==> src/core/psc_pkg.sv <==
/*
 Shared constants and types of the power-management control register bank:
 register indices, field positions, reset values, timing counts and carriers.
 Assumes a 125 MHz core clock and a 32-bit APB with one register per word.
*/
`default_nettype none
package psc_pkg;
    // Bus widths
    localparam int APB_AW = 12;
    localparam int APB_DW = 32;
    // Register indices; the byte address is four times the index
    localparam logic [7:0] IDX_REGULATOR11_CONTROL_LEVEL = 8'h90;
    localparam logic [7:0] IDX_REGULATOR11_CONTROL_CTRL = 8'h91;
    localparam logic [7:0] IDX_REGULATOR12_CONTROL_LEVEL = 8'hA0;
    localparam logic [7:0] IDX_REGULATOR12_CONTROL_CTRL = 8'hA1;
    localparam logic [7:0] IDX_KEEPALIVE = 8'hB1;
    localparam logic [7:0] IDX_BUTTON_WDOG = 8'hC0;
    localparam logic [7:0] IDX_IRQ_SRC = 8'hC1;
    localparam logic [7:0] IDX_BUTTON_STAT = 8'hC2;
    localparam logic [7:0] IDX_SPC_REQ = 8'hC3;
    localparam logic [7:0] IDX_RESET_CAUSE = 8'hC5;
    localparam logic [7:0] IDX_PIN6 = 8'hE3;
    localparam logic [7:0] IDX_PIN5 = 8'hE4;
    localparam logic [7:0] IDX_PIN3 = 8'hF4;
    localparam logic [7:0] IDX_PIN4 = 8'hF5;
    // Regulator control byte fields
    localparam int CTRL_ENABLE_BIT = 7;
    localparam int CTRL_BLEED_BIT = 2;
    localparam int CTRL_FAULT_IRQ_BIT = 1;
    localparam int CTRL_PGOOD_BIT = 0;
    localparam int LEVEL_W = 6;
    // Button and watchdog control byte fields
    localparam int BW_PRESS_EN_BIT = 7;
    localparam int BW_RELEASE_EN_BIT = 6;
    localparam int BW_WD_SOFT_BIT = 1;
    localparam int BW_WD_CYCLE_BIT = 0;
    // Button status byte fields
    localparam int BS_PRESS_FLAG_BIT = 7;
    localparam int BS_RELEASE_FLAG_BIT = 6;
    localparam int BS_LIVE_BIT = 5;
    // Soft power cycle and reset cause fields
    localparam int SPC_BIT = 0;
    localparam int RC_POWER_CYCLED_BIT = 1;
    localparam int RC_SOFT_RESET_BIT = 0;
    // Reset values
    localparam logic [7:0] IRQ_SRC_IDLE = 8'hFF;
    localparam logic [7:0] CTRL_RESET = 8'h00;
    localparam logic [5:0] LEVEL_RESET = 6'h00;
    localparam logic [7:0] BW_RESET = 8'h00;
    localparam logic KEEPALIVE_RESET = 1'b1;
    localparam logic [31:0] RDATA_RESET = 32'h0000_0000;
    // Timing: software power cycle delay
    localparam int CLK_PERIOD_NS = 8;
    localparam int SPC_DELAY_NS = 8000000;
    localparam int SPC_DELAY_CYC = (SPC_DELAY_NS + CLK_PERIOD_NS - 1) / CLK_PERIOD_NS;

    typedef struct packed {
        logic psel;
        logic penable;
        logic pwrite;
        logic [APB_AW-1:0] paddr;
        logic [APB_DW-1:0] pwdata;
    } psc_apb_req_t;

    typedef struct packed {
        logic [APB_DW-1:0] prdata;
        logic pready;
        logic pslverr;
    } psc_apb_rsp_t;

    typedef struct packed {
        logic pulse_enable;
        logic [2:0] rate_select;
        logic [3:0] ratio_select;
    } psc_pin_cfg_t;

    typedef enum logic [1:0] {
        SPC_IDLE = 2'b01,
        SPC_WAIT = 2'b10
    } psc_spc_state_t;
endpackage
`default_nettype wire

==> src/core/psc_register_bank.sv <==
/*
 Control and status register bank of the power-management device: regulator
 controls, push-button interrupt logic, interrupt source address, watchdog
 actions, software power cycle timer, reset-cause flags and pin pulse setup.
 Assumes an APB master on the core clock; power-good, fault and button inputs
 come from pins and are synchronised here; watchdog and sleep pulses come from
 logic on the same clock.
*/
`default_nettype none
module psc_register_bank
    import psc_pkg::*;
#(
    parameter int SPC_DELAY_CYCLES = SPC_DELAY_CYC,
    parameter logic [7:0] BUTTON_BLOCK_ADDR = 8'hC0,
    parameter logic [7:0] REGULATOR11_CONTROL_BLOCK_ADDR = 8'h90,
    parameter logic [7:0] REGULATOR12_CONTROL_BLOCK_ADDR = 8'hA0
)
(
    input wire logic i_core_clk,
    input wire logic i_rst,
    input wire psc_apb_req_t i_apb,
    output psc_apb_rsp_t o_apb,
    input wire logic [1:0] i_power_good,
    input wire logic [1:0] i_reg_fault,
    input wire logic i_button_n,
    input wire logic i_watchdog_expired,
    input wire logic i_sleep_entry,
    output logic [1:0] o_reg_enable,
    output logic [1:0] o_reg_bleed,
    output logic [1:0][LEVEL_W-1:0] o_reg_level,
    output logic o_keepalive_enable,
    output logic o_irq_pending,
    output logic o_soft_reset_start,
    output logic o_power_cycle_start,
    output psc_pin_cfg_t [3:0] o_pin_cfg
);
    localparam int CNT_W = $clog2(SPC_DELAY_CYCLES + 1);
    localparam logic [CNT_W-1:0] SPC_LAST = CNT_W'(SPC_DELAY_CYCLES - 1);
    // Pin slot order: 0 pin3, 1 pin4, 2 pin5, 3 pin6
    localparam logic [3:0][7:0] PIN_IDX = {IDX_PIN6, IDX_PIN5, IDX_PIN4, IDX_PIN3};
    localparam logic [1:0][7:0] CTRL_IDX = {IDX_REGULATOR12_CONTROL_CTRL, IDX_REGULATOR11_CONTROL_CTRL};
    localparam logic [1:0][7:0] LEVEL_IDX = {IDX_REGULATOR12_CONTROL_LEVEL, IDX_REGULATOR11_CONTROL_LEVEL};
    localparam logic [1:0][7:0] REG_BLOCK = {REGULATOR12_CONTROL_BLOCK_ADDR, REGULATOR11_CONTROL_BLOCK_ADDR};

    psc_apb_rsp_t apb_rsp_ff;
    logic [7:0] rd_byte_ff;
    logic [7:0] rd_byte;
    logic rd_valid;
    logic [7:0] bw_ff;
    logic [7:0] irq_src_ff;
    logic [7:0] nxt_irq_src;
    logic press_flag_ff;
    logic release_flag_ff;
    logic btn_s1_ff;
    logic btn_s2_ff;
    logic btn_prev_ff;
    logic keepalive_ff;
    logic power_cycled_ff;
    logic soft_reset_flag_ff;
    logic irq_pending_ff;
    logic soft_reset_start_ff;
    logic power_cycle_start_ff;
    psc_spc_state_t spc_state_ff;
    psc_spc_state_t nxt_spc_state;
    logic [CNT_W-1:0] spc_cnt_ff;
    psc_pin_cfg_t [3:0] pin_cfg_ff;
    logic [1:0][7:0] ctrl_rd;
    logic [1:0][7:0] level_rd;
    logic [1:0] fault_event;
    logic [1:0] ctrl_hit;
    logic [1:0] level_hit;
    logic [3:0] pin_hit;

    // APB decode: word aligned, index in paddr[9:2]
    wire access_ph = i_apb.psel && i_apb.penable;
    wire xfer_done = access_ph && apb_rsp_ff.pready;
    wire [7:0] idx = i_apb.paddr[9:2];
    wire addr_ok = (i_apb.paddr[1:0] == 2'b00) && (i_apb.paddr[APB_AW-1:10] == 2'b00);
    wire wr_done = xfer_done && i_apb.pwrite && rd_valid;
    wire rd_done = xfer_done && !i_apb.pwrite && rd_valid;
    wire [7:0] wbyte = i_apb.pwdata[7:0];
    wire wr_bw = wr_done && (idx == IDX_BUTTON_WDOG);
    wire wr_keep = wr_done && (idx == IDX_KEEPALIVE);
    wire wr_spc = wr_done && (idx == IDX_SPC_REQ);
    wire rd_irq_src = rd_done && (idx == IDX_IRQ_SRC);
    wire rd_cause = rd_done && (idx == IDX_RESET_CAUSE);

    // Button events from the synchronised, active-low input
    wire btn_pressed = !btn_s2_ff;
    wire press_event = !btn_s2_ff && btn_prev_ff && bw_ff[BW_PRESS_EN_BIT];
    wire release_event = btn_s2_ff && !btn_prev_ff && bw_ff[BW_RELEASE_EN_BIT];

    // Watchdog: power cycle outranks soft reset when both are armed
    wire wd_cycle = i_watchdog_expired && bw_ff[BW_WD_CYCLE_BIT];
    wire wd_soft = i_watchdog_expired && bw_ff[BW_WD_SOFT_BIT] && !wd_cycle;
    wire spc_fire = (spc_state_ff == SPC_WAIT) && (spc_cnt_ff == SPC_LAST);
    wire nxt_power_cycle = wd_cycle || spc_fire;

    // Per-regulator control, level and status
    genvar gi;
    generate
        for (gi = 0; gi < 2; gi++)
        begin : g_reg
            logic [7:0] ctrl_ff;
            logic [LEVEL_W-1:0] level_ff;
            logic pg_s1_ff;
            logic pg_s2_ff;
            logic flt_s1_ff;
            logic flt_s2_ff;
            logic flt_prev_ff;
            logic bleed_ff;
            logic [7:0] nxt_ctrl;

            assign ctrl_hit[gi] = wr_done && (idx == CTRL_IDX[gi]);
            assign level_hit[gi] = wr_done && (idx == LEVEL_IDX[gi]);
            // Only enable, bleed and fault-enable bits are stored
            assign nxt_ctrl = ctrl_hit[gi] ? (wbyte & 8'h86) : ctrl_ff;
            // Fault counts only on its rising edge while the regulator may interrupt
            assign fault_event[gi] = flt_s2_ff && !flt_prev_ff && ctrl_ff[CTRL_FAULT_IRQ_BIT];
            assign ctrl_rd[gi] = {ctrl_ff[7:1], pg_s2_ff};
            assign level_rd[gi] = {2'b00, level_ff};

            always_ff @(posedge i_core_clk)
            begin
                if (i_rst)
                begin
                    ctrl_ff <= CTRL_RESET;
                    level_ff <= LEVEL_RESET;
                    bleed_ff <= 1'b0;
                    pg_s1_ff <= 1'b0;
                    pg_s2_ff <= 1'b0;
                    flt_s1_ff <= 1'b0;
                    flt_s2_ff <= 1'b0;
                    flt_prev_ff <= 1'b0;
                end
                else
                begin
                    ctrl_ff <= nxt_ctrl;
                    if (level_hit[gi])
                        level_ff <= wbyte[LEVEL_W-1:0];
                    bleed_ff <= nxt_ctrl[CTRL_BLEED_BIT] && !nxt_ctrl[CTRL_ENABLE_BIT];
                    pg_s1_ff <= i_power_good[gi];
                    pg_s2_ff <= pg_s1_ff;
                    flt_s1_ff <= i_reg_fault[gi];
                    flt_s2_ff <= flt_s1_ff;
                    flt_prev_ff <= flt_s2_ff;
                end
            end

            assign o_reg_enable[gi] = ctrl_ff[CTRL_ENABLE_BIT];
            assign o_reg_level[gi] = level_ff;
            assign o_reg_bleed[gi] = bleed_ff;

        end
    endgenerate

    // Pin pulse setup bytes; codes are decoded by the pulse generator
    generate
        for (gi = 0; gi < 4; gi++)
        begin : g_pin
            assign pin_hit[gi] = wr_done && (idx == PIN_IDX[gi]);
            always_ff @(posedge i_core_clk)
            begin
                if (i_rst)
                    pin_cfg_ff[gi] <= '0;
                else if (pin_hit[gi])
                    pin_cfg_ff[gi] <= psc_pin_cfg_t'(wbyte);
            end
        end
    endgenerate

    // Read selection; a miss flags pslverr
    always_comb
    begin
        rd_byte = 8'h00;
        rd_valid = addr_ok;
        unique case (idx)
            IDX_REGULATOR11_CONTROL_LEVEL: rd_byte = level_rd[0];
            IDX_REGULATOR11_CONTROL_CTRL: rd_byte = ctrl_rd[0];
            IDX_REGULATOR12_CONTROL_LEVEL: rd_byte = level_rd[1];
            IDX_REGULATOR12_CONTROL_CTRL: rd_byte = ctrl_rd[1];
            IDX_KEEPALIVE: rd_byte = {keepalive_ff, 7'h00};
            IDX_BUTTON_WDOG: rd_byte = bw_ff;
            IDX_IRQ_SRC: rd_byte = irq_src_ff;
            IDX_BUTTON_STAT: rd_byte = {press_flag_ff, release_flag_ff, btn_pressed, 5'h00};
            IDX_SPC_REQ: rd_byte = {7'h00, spc_state_ff == SPC_WAIT};
            IDX_RESET_CAUSE: rd_byte = {6'h00, power_cycled_ff, soft_reset_flag_ff};
            IDX_PIN3: rd_byte = pin_cfg_ff[0];
            IDX_PIN4: rd_byte = pin_cfg_ff[1];
            IDX_PIN5: rd_byte = pin_cfg_ff[2];
            IDX_PIN6: rd_byte = pin_cfg_ff[3];
            default: rd_valid = 1'b0;
        endcase
    end

    // One wait state: data is captured in the first access cycle, pready follows
    always_ff @(posedge i_core_clk)
    begin
        if (i_rst)
        begin
            apb_rsp_ff <= '{prdata: RDATA_RESET, pready: 1'b0, pslverr: 1'b0};
            rd_byte_ff <= 8'h00;
        end
        else
        begin
            apb_rsp_ff.pready <= access_ph && !apb_rsp_ff.pready;
            apb_rsp_ff.pslverr <= access_ph && !apb_rsp_ff.pready && !rd_valid;
            if (access_ph && !apb_rsp_ff.pready)
            begin
                // A refused access returns zero even when the index itself decodes
                apb_rsp_ff.prdata <= (i_apb.pwrite || !rd_valid) ? RDATA_RESET : {24'h000000, rd_byte};
                rd_byte_ff <= rd_byte;
            end
        end
    end

    // Interrupt source: a new event wins over the read restore; the restore
    // only applies if the byte still holds what the host was shown
    always_comb
    begin
        nxt_irq_src = irq_src_ff;
        if (rd_irq_src && (irq_src_ff == rd_byte_ff))
            nxt_irq_src = IRQ_SRC_IDLE;
        if (fault_event[1])
            nxt_irq_src = REG_BLOCK[1];
        if (fault_event[0])
            nxt_irq_src = REG_BLOCK[0];
        if (press_event || release_event)
            nxt_irq_src = BUTTON_BLOCK_ADDR;
    end

    // Button sync, flags, watchdog enables and interrupt source
    always_ff @(posedge i_core_clk)
    begin
        if (i_rst)
        begin
            btn_s1_ff <= 1'b1;
            btn_s2_ff <= 1'b1;
            btn_prev_ff <= 1'b1;
            press_flag_ff <= 1'b0;
            release_flag_ff <= 1'b0;
            bw_ff <= BW_RESET;
            irq_src_ff <= IRQ_SRC_IDLE;
            irq_pending_ff <= 1'b0;
            keepalive_ff <= KEEPALIVE_RESET;
        end
        else
        begin
            btn_s1_ff <= i_button_n;
            btn_s2_ff <= btn_s1_ff;
            btn_prev_ff <= btn_s2_ff;
            // Set wins over the clear made by reading the source byte
            press_flag_ff <= press_event || (press_flag_ff && !rd_irq_src);
            release_flag_ff <= release_event || (release_flag_ff && !rd_irq_src);
            if (i_sleep_entry)
                bw_ff <= {bw_ff[7:6], 6'h00};
            else if (wr_bw)
                bw_ff <= wbyte & 8'hC3;
            irq_src_ff <= nxt_irq_src;
            irq_pending_ff <= nxt_irq_src != IRQ_SRC_IDLE;
            if (wr_keep)
                keepalive_ff <= wbyte[CTRL_ENABLE_BIT];
        end
    end

    // Software power cycle timer; writing zero while waiting cancels it
    always_comb
    begin
        nxt_spc_state = spc_state_ff;
        unique case (spc_state_ff)
            SPC_IDLE:
                if (wr_spc && wbyte[SPC_BIT])
                    nxt_spc_state = SPC_WAIT;
            SPC_WAIT:
                if (spc_fire || (wr_spc && !wbyte[SPC_BIT]))
                    nxt_spc_state = SPC_IDLE;
        endcase
    end

    // Timer, action pulses and reset-cause flags
    always_ff @(posedge i_core_clk)
    begin
        if (i_rst)
        begin
            spc_state_ff <= SPC_IDLE;
            spc_cnt_ff <= '0;
            soft_reset_start_ff <= 1'b0;
            power_cycle_start_ff <= 1'b0;
            power_cycled_ff <= 1'b0;
            soft_reset_flag_ff <= 1'b0;
        end
        else
        begin
            spc_state_ff <= nxt_spc_state;
            spc_cnt_ff <= (spc_state_ff == SPC_WAIT) ? spc_cnt_ff + 1'b1 : '0;
            soft_reset_start_ff <= wd_soft;
            power_cycle_start_ff <= nxt_power_cycle;
            // Flags clear only the bits the host saw; a new event still wins
            power_cycled_ff <= nxt_power_cycle ||
                (power_cycled_ff && !(rd_cause && rd_byte_ff[RC_POWER_CYCLED_BIT]));
            soft_reset_flag_ff <= wd_soft ||
                (soft_reset_flag_ff && !(rd_cause && rd_byte_ff[RC_SOFT_RESET_BIT]));
        end
    end

    assign o_apb = apb_rsp_ff;
    assign o_keepalive_enable = keepalive_ff;
    assign o_irq_pending = irq_pending_ff;
    assign o_soft_reset_start = soft_reset_start_ff;
    assign o_power_cycle_start = power_cycle_start_ff;
    assign o_pin_cfg = pin_cfg_ff;
endmodule
`default_nettype wire

==> config.mk <==
export PLATFORM = sky130hd
export DESIGN_NAME = psc_register_bank
export DESIGN_NICKNAME = d
export VERILOG_FILES = /design/src/core/psc_pkg.sv /design/src/core/psc_register_bank.sv
export SDC_FILE = /design/constraint.sdc
export NUM_CORES = 1
export LEC_CHECK = 0
export BUFFER_PORTS_ARGS = -buffer_cell sky130_fd_sc_hd__buf_4
export CAP_MARGIN = 20
export CORE_MARGIN = 2
export CORE_UTILIZATION = 55
export CTS_BUF_LIST = sky130_fd_sc_hd__clkbuf_16
export DETAILED_ROUTE_END_ITERATION = 16
export HOLD_SLACK_MARGIN = 0.12
export PLACE_DENSITY_LB_ADDON = 0.12
export SYNTH_ARGS = -nofsm -noshare
export SYNTH_HDL_FRONTEND = slang
export SYNTH_SLANG_ARGS = --single-unit
==> constraint.sdc <==
create_clock -name i_core_clk -period 2.95 [get_ports i_core_clk]
set_input_delay 0.59 -clock i_core_clk [delete_from_list [all_inputs] [get_ports i_core_clk]]
set_output_delay 0.59 -clock i_core_clk [all_outputs]
set_load 0.1 [all_outputs]
==> results.md <==
* Total instance count after detailed placement at 904
* Cell repeated most along the worst path: sky130_fd_sc_hd__buf_4
* Max-slew headroom at 44.10%
* Ys flop type: sky130_fd_sc_hd__dfxtp_1
* Root Buffer: sky130_fd_sc_hd__clkbuf_16
* Endpoint arrival time on the critical path at 2.50 ns
* Met3 wire length at 1.429 mm
* Peak per-stage delay on the critical path at 0.71 ns
* Inserted Clock Buffers at 17
* Initial core utilization at 57.13%
* Cell with the biggest individual delay on the critical path: sky130_fd_sc_hd__a2111oi_0
* Cell-by-cell trace of the critical path: buf_4 -> mux2_2 -> a22oi_1 -> o2bb2ai_1 -> a2111oi_0 -> buf_4 -> o21ai_1
* Met2 WL at 8.058 mm
* Io pins at 142
* Dominant delay contributor by cell family on the critical path: compound AO/OA/AOI/OAI gates
* Final min period at 2.211 ns
* Sequential fraction of design power at 41.2%
* Total inserted antenna cells at 0
* Number of global-route vias before repair at 5207
* Maximum buffer depth of the clock tree at 2
* Final ANT Viol Nets at 0
* DP Area at 6574 um2
* Post-CTS Repair Setup Buffers at 0
* Final Skew at 0.008540 ns
* Filler Cells Inserted at 857
* Clock tree from TritonCTS: built
* Share of async-settable or async-resettable flops after synthesis at 0%
* Net Sw Frac at 25.44%
* Maximum number of pins on one net before global-route repair at 82
* Synthesis-stage register bit count at 125
* Via Count at 5566
* Total internal power at 3.088 mW
* Count of routing violations after the opening detailed-route iteration at 570
* Mean instance size in the synthesized netlist at 8.368 um2
* Num rows at 37
* Count of pins over their slew limit at 0
* Cell leakage power at 2.719 nW
* Final Net Count at 844
* Count of TritonRoute iterations in the first routing pass at 7
* CP startpoint kind: input port
* Y dimension of the die at 107.8 um
* Post-Synthesis Cells at 708
* Commonest cells after routing, fill and taps aside: sky130_fd_sc_hd__nand2_1, sky130_fd_sc_hd__dfxtp_1, sky130_fd_sc_hd__buf_4, sky130_fd_sc_hd__a21oi_1, sky130_fd_sc_hd__nor2_1
* Uppermost layer routed: met4
* Status: finished, final reports clean
* CTS H-tree lvls at 4
* Fmax at 452.2 MHz
* Cell Count, Final, Fillers Out at 936
* Worst Hold Class: input port to flop
* Max-cap violation count at 0
* Total die area at 11620 um2
* Overall power consumption at 4.141 mW
* Layout cells sized above 1 at 19.38%
* Type of element capturing the critical path: flop
* Die extent in x at 107.8 um
* Unique cell type count in the Yosys netlist at 69
* Area of all placed cells without fillers at 7173 um2
* Final WL at 17.07 mm
* Unrepaired setup endpoints after global routing: no
* Post-synth EDFFs at 0
* Post-detailed-route DRC marker count at 0
* Global-route wire length before repair at 26.81 mm
* Part of the power in combinational logic at 7.7%
* Share of the core filled with cells at 69.17%
* CP bufs+invs at 2
* Hold Fails Final Rpt at 0
* Proportion of synthesized chip area in sequential cells at 42.24%
* Worst-margin pin slew at 0.8385 ns
* Global-route usage over all layers at 29.80%
* Area inside the core boundary at 10370 um2
* Critical setup path kind: input port to flop
* Clock insertion delay at the later pin of the skew report at 0.42 ns
* Most common cell after layout, fill and taps aside: sky130_fd_sc_hd__nand2_1
* Syn. warnings at 0
* Power per Cell Area at 577.4 nW/um2
* Clock-pin slew on the worst setup and hold paths at 0.06 ns
* Routability cong. at 0.9649
* Signed area change from the synthesized netlist to the final layout at 21.08%
* Total Negative Setup Slacks at 0 ns
* Switching pwr at 1.053 mW
* Syn Std Cell Area at 5924 um2
* Vias/cell at 5.947
* Wl on met1 at 7.149 mm
* Critical path peak fanout at 20
* Period utilization at 74.96%
* Portion of total power attributed to the clock network at 51.1%
* Count of cells resized by post-cts repair at 0
* Overflow after GRT at 0
* Clock sink total at 125
* DPL Wire Length at 11.90 mm
* Port buffer count at 93
* Worst supply voltage drop on vdd at 585.5 uV
* Post-CTS Hold Buffers at 0
* Initial antenna violation count at 0
* Finish-stage setup viols at 0
* Routed wire length per instance at 18.24 um
* Required time worst endpoint at 3.24 ns
==> metrics by stage <==
| stage | hold slack [ns] | worst slack, ns |
|---|---|---|
| final | 0.3544 | 0.7388 |
| after global routing | 0.3585 | 0.6161 |
| after CTS | 0.3535 | 0.7769 |
| after detailed placement | 0.4033 | 0.3552 |
| after global placement | 0.3968 | 0.3528 |
| after floorplan | 0.3895 | 0.6486 |
==> worst paths after layout <==
path	start	end	slack, ns	depth (start not counted)
max reg2reg	g_reg[0].ctrl_ff[7]	o_apb[9]	0.90	6
max	i_apb[39]	o_apb[9]	0.74	7
min	i_button_n	btn_s1_ff	0.35	2
min reg2reg	btn_s1_ff	btn_s2_ff	0.41	1
==> layout make-up <==
class | count | area (um2) | area share (%)
multi-input cells | 533 | 3105 | 43.29
flip-flops and latches | 125 | 2502 | 34.89
inverters | 8 | 30.03 | 0.4186
repair buffers | 102 | 765.7 | 10.68
clock inverters | 15 | 173.9 | 2.425
clock buffers | 17 | 425.4 | 5.931
well taps | 136 | 170.2 | 2.372
==> kinds of logic (layout without fill, tap and decap cells) <==
kind of cell | count (synthesis) | count (layout) | synth area share (%)
buffers and inverters | 73 | 142 | 6.800
multiplexers | 21 | 21 | 3.569
other | 1 | 24 | 0.06330
adder cells (fa/ha/maj) | 1 | 1 | 0.2112
flip-flops | 125 | 125 | 42.24
AO/OA/AOI/OAI | 141 | 141 | 14.57
AND/OR/NAND/NOR | 325 | 325 | 29.44
XOR/XNOR | 21 | 21 | 3.105
==> flip-flops by register name (all words and copies together), names as in the netlist, 4 cells and up <==
| register | flops |
|---|---|
| irq_src_ff | 8 |
| rd_byte_ff | 8 |
| spc_cnt_ff | 20 |
| o_apb | 10 |
| g.level_ff | 12 |
| g.ctrl_ff | 6 |
| bw_ff | 4 |
| o_pin_cfg | 32 |
==> cells in the mapped netlist, types with 2 or more instances <==
cell | instances | area [um2]
sky130_fd_sc_hd__nand2b_1 | 4 | 25.02
sky130_fd_sc_hd__o2bb2ai_1 | 4 | 35.03
sky130_fd_sc_hd__a31o_1 | 2 | 17.52
sky130_fd_sc_hd__o21ai_1 | 17 | 85.08
sky130_fd_sc_hd__o31ai_1 | 2 | 15.01
sky130_fd_sc_hd__dfxtp_1 | 125 | 2502
sky130_fd_sc_hd__nor2b_1 | 23 | 143.9
sky130_fd_sc_hd__buf_4 | 29 | 217.7
sky130_fd_sc_hd__a31oi_1 | 7 | 43.79
sky130_fd_sc_hd__and3_1 | 8 | 50.05
sky130_fd_sc_hd__nor4_1 | 3 | 18.77
sky130_fd_sc_hd__nor3b_1 | 4 | 30.03
sky130_fd_sc_hd__buf_2 | 10 | 50.05
sky130_fd_sc_hd__a22oi_1 | 9 | 67.56
sky130_fd_sc_hd__a2111oi_0 | 3 | 26.28
sky130_fd_sc_hd__clkbuf_1 | 25 | 93.84
sky130_fd_sc_hd__o21ai_0 | 12 | 60.06
sky130_fd_sc_hd__nor4_2 | 4 | 50.05
sky130_fd_sc_hd__nor4b_1 | 4 | 35.03
sky130_fd_sc_hd__nand3_1 | 28 | 140.1
sky130_fd_sc_hd__or2_2 | 3 | 18.77
sky130_fd_sc_hd__xor2_1 | 15 | 131.4
sky130_fd_sc_hd__inv_1 | 8 | 30.03
sky130_fd_sc_hd__and4bb_2 | 2 | 25.02
sky130_fd_sc_hd__mux2i_1 | 20 | 200.2
sky130_fd_sc_hd__nand3b_1 | 7 | 52.55
sky130_fd_sc_hd__and2_1 | 8 | 50.05
sky130_fd_sc_hd__or4_1 | 2 | 15.01
sky130_fd_sc_hd__nand4_1 | 10 | 62.56
sky130_fd_sc_hd__a32o_1 | 2 | 20.02
sky130_fd_sc_hd__nor3_1 | 11 | 55.05
sky130_fd_sc_hd__a21oi_1 | 63 | 315.3
sky130_fd_sc_hd__and3b_1 | 6 | 52.55
sky130_fd_sc_hd__nor2_1 | 43 | 161.4
sky130_fd_sc_hd__xnor2_1 | 6 | 52.55
sky130_fd_sc_hd__or3_1 | 12 | 75.07
sky130_fd_sc_hd__nor3_2 | 4 | 40.04
sky130_fd_sc_hd__a211oi_1 | 4 | 30.03
sky130_fd_sc_hd__nand2_1 | 126 | 473.0
sky130_fd_sc_hd__nand4bb_1 | 2 | 22.52
sky130_fd_sc_hd__nor4bb_1 | 3 | 30.03
==> routing by layer <==
metal  GRT usage (%)  vias up
li1                -     2603
met1           39.32     2635
met2           48.34      285
met3           6.356       43
met4           10.16        0
met5               0        -
==> power by group through the flow <==
stage                     Clock, mW  Sequential, mW  Combinational (mW)
after global placement            0            1.74               0.310
after CTS                      2.12            1.71               0.316
after detailed placement          0            1.74               0.314
after global routing           2.19            1.71               0.333
after floorplan                   0            1.75               0.257
final                          2.12            1.71               0.320
Power figures use the tool's default switching activity.
